===== src/wdg_pkg.sv =====
// watchdog package: register map, control field layout, state record, period decode
// assumes one system clock; the watchdog oscillator arrives as a synchronous level
`default_nettype none

package wdg_pkg;

    // register byte addresses on the bus
    localparam logic [31:0] ADDR_CTL   = 32'h0000_0000;
    localparam logic [31:0] ADDR_CAUSE = 32'h0000_0004;

    // control/status field positions
    localparam int BIT_FLAG  = 7;
    localparam int BIT_IE    = 6;
    localparam int BIT_P3    = 5;
    localparam int BIT_CE    = 4;
    localparam int BIT_RE    = 3;
    localparam int BIT_P2    = 2;
    localparam int BIT_P0    = 0;
    // reset-cause field position
    localparam int BIT_WATCHDOG_CAUSED_RESET_FLAG  = 3;

    // reset values and the counter step
    localparam logic [3:0]  PSEL_RST   = 4'h0;
    localparam logic [31:0] RDATA_ZERO = 32'h0000_0000;
    localparam logic [20:0] CNT_ZERO   = 21'h00_0000;
    localparam logic [20:0] CNT_ONE    = 21'h00_0001;

    // unlock window length in system clock cycles
    localparam logic [2:0]  UNLOCK_CYCLES = 3'h4;
    localparam logic [2:0]  UNLOCK_LAST   = 3'h1;
    localparam logic [2:0]  UNLOCK_NONE   = 3'h0;

    // watchdog oscillator and the selectable time-out range
    localparam int OSC_HZ      = 128000;
    localparam int SHORTEST_MS = 1;
    localparam int LONGEST_S   = 8;

    localparam logic [1:0] HTRANS_NONSEQ = 2'h2;

    typedef struct packed {
        logic        flag;
        logic        ie;
        logic        re;
        logic [3:0]  psel;
        logic        unlock;
        logic [2:0]  unlock_cnt;
        logic        watchdog_caused_reset_flag;
        logic [20:0] cnt;
        logic        osc_q;
        logic        irq;
        logic        sysrst;
        logic        wr_ctl;
        logic        wr_cause;
        logic [31:0] hrdata;
        logic        hready;
    } wdg_state_s;

    // time-out length in oscillator cycles for each period code
    function automatic logic [20:0] wdg_limit(input logic [3:0] p);
        case (p)
            4'h0:    wdg_limit = 21'h00_0800;
            4'h1:    wdg_limit = 21'h00_1000;
            4'h2:    wdg_limit = 21'h00_2000;
            4'h3:    wdg_limit = 21'h00_4000;
            4'h4:    wdg_limit = 21'h00_8000;
            4'h5:    wdg_limit = 21'h01_0000;
            4'h6:    wdg_limit = 21'h02_0000;
            4'h7:    wdg_limit = 21'h04_0000;
            4'h8:    wdg_limit = 21'h08_0000;
            4'h9:    wdg_limit = 21'h10_0000;
            4'hA:    wdg_limit = 21'h00_0400;
            4'hB:    wdg_limit = 21'h00_0200;
            4'hC:    wdg_limit = 21'h00_0100;
            4'hD:    wdg_limit = 21'h00_0080;
            // reserved codes fall back to the shortest standard setting
            default: wdg_limit = 21'h00_0800;
        endcase
    endfunction

endpackage

`default_nettype wire


===== src/wdg_timer.sv =====
// watchdog timer: counter on oscillator ticks, mode logic, timed unlock, ahb-lite slave
// assumes rst is power-on only; the system reset it raises does not reset this block
`timescale 1ns/1ps
`default_nettype none

module wdg_timer (
    // clock and power-on reset
    input  wire logic        mclk,
    input  wire logic        rst,
    // ahb-lite slave
    input  wire logic        hsel,
    input  wire logic [31:0] haddr,
    input  wire logic [1:0]  htrans,
    input  wire logic        hwrite,
    input  wire logic [2:0]  hsize,
    input  wire logic [31:0] hwdata,
    input  wire logic        hready,
    output var  logic [31:0] hrdata,
    output var  logic        hreadyout,
    output var  logic        hresp,
    // processor side
    input  wire logic        restart_req,
    input  wire logic        vector_ack,
    input  wire logic        global_irq_en,
    input  wire logic        always_on_fuse,
    // watchdog oscillator level
    input  wire logic        osc_clk,
    // results
    output var  logic        timeout_irq,
    output var  logic        system_reset
);

    wdg_pkg::wdg_state_s st_ff;
    wdg_pkg::wdg_state_s nxt_st;

    logic        ie_eff;
    logic        re_eff;
    logic        running;
    logic        tick;
    logic        expire;
    logic [20:0] limit;
    logic        addr_ok;
    logic [7:0]  ctl_view;
    logic [7:0]  wbyte;
    logic        unlock_start;
    logic        unlock_write;

    // fuse masks interrupt enable; fuse and cause flag pin reset enable high
    assign ie_eff  = st_ff.ie & ~always_on_fuse;
    assign re_eff  = st_ff.re | always_on_fuse | st_ff.watchdog_caused_reset_flag;
    assign running = ie_eff | re_eff;
    // oscillator is sampled as a synchronous level, one tick per rising edge
    assign tick    = osc_clk & ~st_ff.osc_q;
    assign limit   = wdg_pkg::wdg_limit(st_ff.psel);
    // >= so a shortened period past the count expires at the next oscillator tick
    assign expire  = running & tick & ~restart_req
                   & (st_ff.cnt >= (limit - wdg_pkg::CNT_ONE));

    assign addr_ok = hsel & htrans[1] & hready;
    assign wbyte   = hwdata[7:0];
    assign unlock_start = st_ff.wr_ctl & wbyte[wdg_pkg::BIT_CE] & wbyte[wdg_pkg::BIT_RE];
    assign unlock_write = st_ff.wr_ctl & st_ff.unlock & ~wbyte[wdg_pkg::BIT_CE];

    always_comb begin
        ctl_view = 8'h00;
        ctl_view[wdg_pkg::BIT_FLAG] = st_ff.flag;
        ctl_view[wdg_pkg::BIT_IE]   = ie_eff;
        ctl_view[wdg_pkg::BIT_P3]   = st_ff.psel[3];
        ctl_view[wdg_pkg::BIT_CE]   = st_ff.unlock;
        ctl_view[wdg_pkg::BIT_RE]   = re_eff;
        ctl_view[wdg_pkg::BIT_P2:wdg_pkg::BIT_P0] = st_ff.psel[2:0];
    end

    always_comb begin
        nxt_st = st_ff;
        nxt_st.osc_q  = osc_clk;
        nxt_st.sysrst = 1'b0;

        // bus address phase: latch write target, prepare read word
        nxt_st.wr_ctl   = addr_ok & hwrite & (haddr == wdg_pkg::ADDR_CTL);
        nxt_st.wr_cause = addr_ok & hwrite & (haddr == wdg_pkg::ADDR_CAUSE);
        nxt_st.hrdata   = wdg_pkg::RDATA_ZERO;
        if (addr_ok & ~hwrite & (haddr == wdg_pkg::ADDR_CTL)) begin
            nxt_st.hrdata[7:0] = ctl_view;
        end else if (addr_ok & ~hwrite & (haddr == wdg_pkg::ADDR_CAUSE)) begin
            nxt_st.hrdata[wdg_pkg::BIT_WATCHDOG_CAUSED_RESET_FLAG] = st_ff.watchdog_caused_reset_flag;
        end
        nxt_st.hready = 1'b1;

        // unlock window countdown
        if (st_ff.unlock_cnt == wdg_pkg::UNLOCK_LAST) begin
            nxt_st.unlock     = 1'b0;
            nxt_st.unlock_cnt = wdg_pkg::UNLOCK_NONE;
        end else if (st_ff.unlock) begin
            nxt_st.unlock_cnt = st_ff.unlock_cnt - wdg_pkg::UNLOCK_LAST;
        end

        // control register write, data phase
        if (st_ff.wr_ctl) begin
            if (wbyte[wdg_pkg::BIT_FLAG]) begin
                nxt_st.flag = 1'b0;
            end
            nxt_st.ie = wbyte[wdg_pkg::BIT_IE];
            if (unlock_start) begin
                nxt_st.unlock     = 1'b1;
                nxt_st.unlock_cnt = wdg_pkg::UNLOCK_CYCLES;
                nxt_st.re         = 1'b1;
            end else if (unlock_write) begin
                // only inside the window may reset enable drop or period move
                nxt_st.re         = wbyte[wdg_pkg::BIT_RE];
                nxt_st.psel       = {wbyte[wdg_pkg::BIT_P3], wbyte[wdg_pkg::BIT_P2:wdg_pkg::BIT_P0]};
                nxt_st.unlock     = 1'b0;
                nxt_st.unlock_cnt = wdg_pkg::UNLOCK_NONE;
            end else if (wbyte[wdg_pkg::BIT_RE]) begin
                nxt_st.re = 1'b1;
            end
        end

        // reset-cause register: writing zero clears the flag
        if (st_ff.wr_cause & ~wbyte[wdg_pkg::BIT_WATCHDOG_CAUSED_RESET_FLAG]) begin
            nxt_st.watchdog_caused_reset_flag = 1'b0;
        end

        // vector execution; combined mode falls back to reset mode
        if (vector_ack) begin
            nxt_st.flag = 1'b0;
            if (re_eff) begin
                nxt_st.ie = 1'b0;
            end
        end

        // counter
        if (restart_req | ~running) begin
            nxt_st.cnt = wdg_pkg::CNT_ZERO;
        end else if (expire) begin
            nxt_st.cnt = wdg_pkg::CNT_ZERO;
        end else if (tick) begin
            nxt_st.cnt = st_ff.cnt + wdg_pkg::CNT_ONE;
        end

        // expiry: set wins over any clear in the same cycle
        if (expire) begin
            if (ie_eff & ~(re_eff & st_ff.flag)) begin
                nxt_st.flag = 1'b1;
            end else if (re_eff) begin
                nxt_st.sysrst = 1'b1;
                nxt_st.watchdog_caused_reset_flag   = 1'b1;
            end
        end

        nxt_st.irq = st_ff.flag & ie_eff & global_irq_en;
    end

    always_ff @(posedge mclk or posedge rst) begin
        if (rst) begin
            st_ff <= '{flag: 1'b0, ie: 1'b0, re: 1'b0, psel: wdg_pkg::PSEL_RST,
                       unlock: 1'b0, unlock_cnt: wdg_pkg::UNLOCK_NONE, watchdog_caused_reset_flag: 1'b0,
                       cnt: wdg_pkg::CNT_ZERO, osc_q: 1'b0, irq: 1'b0, sysrst: 1'b0,
                       wr_ctl: 1'b0, wr_cause: 1'b0, hrdata: wdg_pkg::RDATA_ZERO,
                       hready: 1'b1};
        end else begin
            st_ff <= nxt_st;
        end
    end

    assign hrdata       = st_ff.hrdata;
    assign hreadyout    = st_ff.hready;
    assign hresp        = 1'b0;
    assign timeout_irq  = st_ff.irq;
    assign system_reset = st_ff.sysrst;
endmodule

`default_nettype wire

===== config.mk =====
export PLATFORM = sky130hd
export DESIGN_NAME = wdg_timer
export DESIGN_NICKNAME = d
export VERILOG_FILES = /design/src/wdg_pkg.sv /design/src/wdg_timer.sv
export SDC_FILE = /design/constraint.sdc
export NUM_CORES = 1
export LEC_CHECK = 0
export BUFFER_PORTS_ARGS = -buffer_cell sky130_fd_sc_hd__buf_2
export CAP_MARGIN = 20
export CORE_UTILIZATION = 47
export CTS_BUF_LIST = sky130_fd_sc_hd__clkbuf_4
export CTS_CLUSTER_SIZE = 12
export DETAILED_ROUTE_END_ITERATION = 10
export PLACE_DENSITY = 0.77
export RECOVER_POWER = 50
export SLEW_MARGIN = 20
export SYNTH_ARGS = -nofsm -noshare
export SYNTH_HDL_FRONTEND = slang
export SYNTH_SLANG_ARGS = --single-unit

===== constraint.sdc =====
create_clock -name mclk -period 4.65 [get_ports mclk]
set_clock_uncertainty 0.1 [all_clocks]
set_input_delay 0 -clock mclk [delete_from_list [all_inputs] [get_ports mclk]]
set_output_delay 0 -clock mclk [all_outputs]
set_load 0.01 [all_outputs]

After elaboration in Yosys (flattened, before gate mapping):

Memory sizes are Yosys's and may differ from the RTL's.
Cells that the tools add are included.

* register bits after elaboration: 46
* ROM bits: 224
* input bits: 79
* word-level logic and storage cells: 90
* memories: 1

* add/subtract/negate cells: 3
* $lt $le $gt $ge: 1
* eq/ne operators: 2
* multiplexer cells: 29
* bitwise logic cells: 35
* reduce and logical (&&, ||, !) cells: 5

Memories
* (no name shown): depth 16, width 14, rd ports 1, clocked after Yosys merged registers in 0, write ports 0, RTL line wdg_pkg.sv:60 `case (p)`

Operators with widths (number)
* $mux W21: 3
* $eq A32 B3 Y1 const B: 1
* $logic_not A32 Y1: 1
* $and A1 B1 Y1: 22
* $add A21 B1 Y21 const B: 1
* $ge A21 B21 Y1: 1
* $sub A21 B1 Y21 const B: 1
* $mux W1: 17
* $mux W4: 3
* $mux W11: 1
* $mux W3: 3
* $not A1 Y1: 9
* $mux W8: 1
* $reduce_bool A3 Y1: 2
* $or A1 B1 Y1: 4
* $eq A3 B1 Y1 const B: 1
* $reduce_and A3 Y1: 1
* $sub A3 B1 Y3 const B: 1
* $mux W2: 1
* $reduce_and A2 Y1: 1

Longest topological paths before layout:

* depth after elaboration: 10
* gate-level depth with buffers: 17
* depth with buffers taken out: 15

Least setup slack after synthesis:

Ideal clock, no wire load.

* path type: register -> register
* from: register st_ff, in the netlist ctl_view[5]
* to: register st_ff[57] (netlist name)
* library setup time: 0.130 ns
* arrival time: 3.174 ns
* data required time: 4.420 ns
* path slack: 1.247 ns
* stages on the path, launching flop included: 16
* path through: dfrtp_1 -> inv_1 -> nor2_1 -> nand3_1 -> ha_1 -> clkbuf_1 -> clkinv_1 -> o21ai_0 -> o22ai_1 -> ha_1 -> nand4_1 -> nor4_1 -> o31ai_4 -> clkbuf_1 -> a32oi_1 -> o41ai_1

* word-level cells in the longest chain between the ends: 6

Ends and longest elaborated chain
* from (decl): RTL line wdg_timer.sv:33 `wdg_pkg::wdg_state_s st_ff;`
* from (signal assigned): RTL line wdg_timer.sv:156 `st_ff <= '{flag: 1'b0, ie: 1'b0, re: 1'b0, psel: wdg_pkg::PSEL_RST,`
* from (signal assigned): RTL line wdg_timer.sv:162 `st_ff <= nxt_st;`
* $mem_v2 Z16 W14 (*)
* $sub A21 B1 Y21 (*): RTL line wdg_timer.sv:57 `& (st_ff.cnt >= (limit - wdg_pkg::CNT_ONE));`
* $ge A21 B21 Y1 (*): RTL line wdg_timer.sv:57
* $and A1 B1 Y1 (*): RTL line wdg_timer.sv:57
* $mux W21: RTL line wdg_timer.sv:135 `end else if (expire) begin`
* $mux W21: RTL line wdg_timer.sv:133 `if (restart_req | ~running) begin`

Mark *: on every way between the ends. The rest lies on a longest branch, timed or not.
A chain may end at the register's enable or synchronous reset.

Worst setup path in the final report:

* from: register st_ff, in the netlist ctl_view[5]
* to: register st_ff[50] (netlist name)

Same word-level chain as after synthesis.

==> impl_metrics.ini <==
[run_status]
outcome = finished, violations left
violations = max-capacitance violations, max-slew violations

[clocking]
cts_root_buf = clkbuf_4
h-tree-depth = 2
clkLatencyLatePin_ns = 0.36
cts.clk_slew.worst_paths_ns = 0.14
postCtsSetupBuffers = 0
clk_path_buf_depth = 2
cts.sinks = 46
cts_made_buffers = 5
ctsHoldBuffers = 24
cts_tree = done
ctsResizeCount = 0

[route]
via_per_inst = 5.65
detail_route.first_pass.iterations = 4
vias = 2850
drc = 0
drtIter0Drc = 148
wire_per_inst_um = 14.1
finalWirelength_um = 7100
ant_nets = 0

[placement]
pre_cts_ws_ns = 0.884
dp.cells = 472
dp_hpwl_um = 4880
gp_congestion = 0.828
io_buffers = 60

[power]
leakage_nw = 1.68
ir_worst_vdd_v = 0.000185
power.density_nw_per_um2 = 206

[sta]
worst_pin_slew_ns = 2.45
period_share_pct = 81.6
finalSetupTns_ns = 0
finalCriticalPeriod_ns = 3.80
fmax_ghz = 0.263
worst_slack_ns = 0.855
slew_viol_final = 47
whs_ns = 0.0444
setup_viol = 0
hold_violations = 0
rsz0062_at_grt = false
relSlewSlack_pct = -63.1

[floorplanning]
initial_core_util_pct = 48.9
core_area_sq_um = 6350
io_pins = 115
die-area_sq_um = 6940
die_h_um = 83.3
die_w_um = 83.3
core.rowCount = 29

[global_routing]
grt_usage_pct = 20.8
antenna_found_initial = 0
grt_max_degree = 47
grt_pass1_wl_um = 11800
grt-ovfl-total = 0
grt_pass1_vias = 2594

[synth]
synth_enable_flop_cells = 0
yosysUniqueCellTypes = 50
synth-seq-area-share_pct = 37.1
ys_seq_elements = 46
postSynthAreaPerCell_sq_um = 8.78
ys_warn_count = 0
ys.flop_type = dfrtp_1
synthCells = 354
synth_area_sq_um = 3110
async_flop_share_pct = 100

[setup_path]
path_max_fanout = 13
worstPathRequired_ns = 4.77
path_class = flop to flop
cp-end-kind = flop
worst_setup_path_start_kind = flop
r2r_slack_ns = 0.85
cp.arrival_ns = 3.91

[layout]
fillers = 538
regArea_sq_um = 1150
n_antenna_cell = 0
final_nets = 523
area_growth_pct = 16.4
mostFrequentLayoutCell = buf_2
multi_input_area_sq_um = 1680
final_cell_mix = buf_2, dfrtp_1, nand2_1
drive_above_1_share_pct = 17.8
instances_no_fill = 504

[hold_path]
hp-class = input port to flop

[flow_run]
cap_violations = 1
## routing by layer
metal / part of all wire (%) / track usage, %
met3: 4.0 / 2.09
met2: 50 / 35.6
met1: 44 / 26.9
met4: 1.9 / 8.15
met5: 0 / 0
## where the power goes
group / total (mW) / internal, mW / switching (mW)
Combinational: 0.119 / 0.0560 / 0.0635
Sequential: 0.431 / 0.415 / 0.0158
Clock: 0.193 / 0.0590 / 0.134
Total: 0.743 / 0.530 / 0.213
## registers in the layout, summed over array words and instances (netlist names)
name	cells
system_reset	1
hrdata	8
ctl_view	6
st_ff	30
timeout_irq	1
## final timing paths
path / endpoint / cells after the start / startpoint
worst min register to register: st_ff[68] / 2 / st_ff[68]
worst max-delay path: st_ff[50] / 14 / ctl_view[5]
min in group asynchronous: st_ff[60] / 4 / rst
worst max register to register: st_ff[50] / 14 / ctl_view[5]
worst min-delay path: hrdata[2] / 5 / haddr[12]
max in group asynchronous: st_ff[51] / 4 / rst
## area by class of cell
class	count	share of cell area, %
well taps	77	2.67
multi-input cells	269	46.6
flip-flops and latches	46	31.8
repair buffers	89	15.7
clock buffers	5	1.04
clock inverters	3	0.588
inverters	15	1.56
## cells by family after synthesis
group / after synthesis / share of synthesized area, %
AND/OR/NAND/NOR: 145 / 24.2
buffers and inverters: 64 / 11.9
AO/OA/AOI/OAI: 63 / 14.3
flip-flops: 46 / 37.1
adder cells (fa/ha/maj): 18 / 7.25
multiplexers: 9 / 3.10
XOR/XNOR: 7 / 1.97
other: 2 / 0.242
## synthesized netlist by cell type (2+ instances only)
| cell | instances | share of area [%] |
|---|---|---|
| clkbuf_1 | 13 | 1.6 |
| conb_1 | 2 | 0.24 |
| o211a_1 | 2 | 0.64 |
| o311ai_1 | 5 | 1.4 |
| inv_1 | 14 | 1.7 |
| nand3_1 | 16 | 2.6 |
| buf_4 | 34 | 8.2 |
| nand2_1 | 43 | 5.2 |
| buf_2 | 2 | 0.32 |
| a21o_1 | 2 | 0.48 |
| nor2_1 | 20 | 2.4 |
| a32oi_1 | 2 | 0.56 |
| o21ai_0 | 6 | 0.97 |
| nor4_1 | 11 | 2.2 |
| or3_1 | 2 | 0.40 |
| o311ai_0 | 5 | 1.4 |
| a21oi_1 | 18 | 2.9 |
| xnor2_1 | 7 | 2.0 |
| mux2i_1 | 4 | 1.3 |
| a22oi_1 | 2 | 0.48 |
| a31oi_1 | 4 | 0.81 |
| nand2b_1 | 3 | 0.60 |
| or4_1 | 3 | 0.72 |
| nor3_1 | 9 | 1.4 |
| ha_1 | 18 | 7.2 |
| mux2_2 | 5 | 1.8 |
| and3_1 | 8 | 1.6 |
| a32o_1 | 2 | 0.64 |
| o22ai_1 | 3 | 0.60 |
| o211ai_1 | 4 | 0.97 |
| dfrtp_1 | 46 | 37 |
| nand4_1 | 21 | 4.2 |
## through the flow
stage / power (mW) / cell area (sq um) / util (%)
after floorplan: 0.520 / 3200 / -
after global placement: 0.538 / 3330 / 52.4
after detailed placement: 0.542 / 3330 / 52.4
after CTS: 0.750 / 3620 / 57.1
after global routing: 0.780 / 3610 / 56.9
final: 0.743 / 3610 / 56.9
## worst max-delay path, cell delays in order (launching register included)
cell,delay (ns)
dfrtp_1,0.48
inv_1,0.23
nor2_1,0.15
nand3_1,0.15
ha_1,0.33
clkinv_1,0.26
o21ai_0,0.27
o22ai_1,0.12
ha_1,0.31
nand4_1,0.14
nor4_1,0.44
o31ai_4,0.13
nand2_1,0.15
buf_4,0.22
o311ai_0,0.17
No activity file was read; power rests on OpenSTA's default activity.
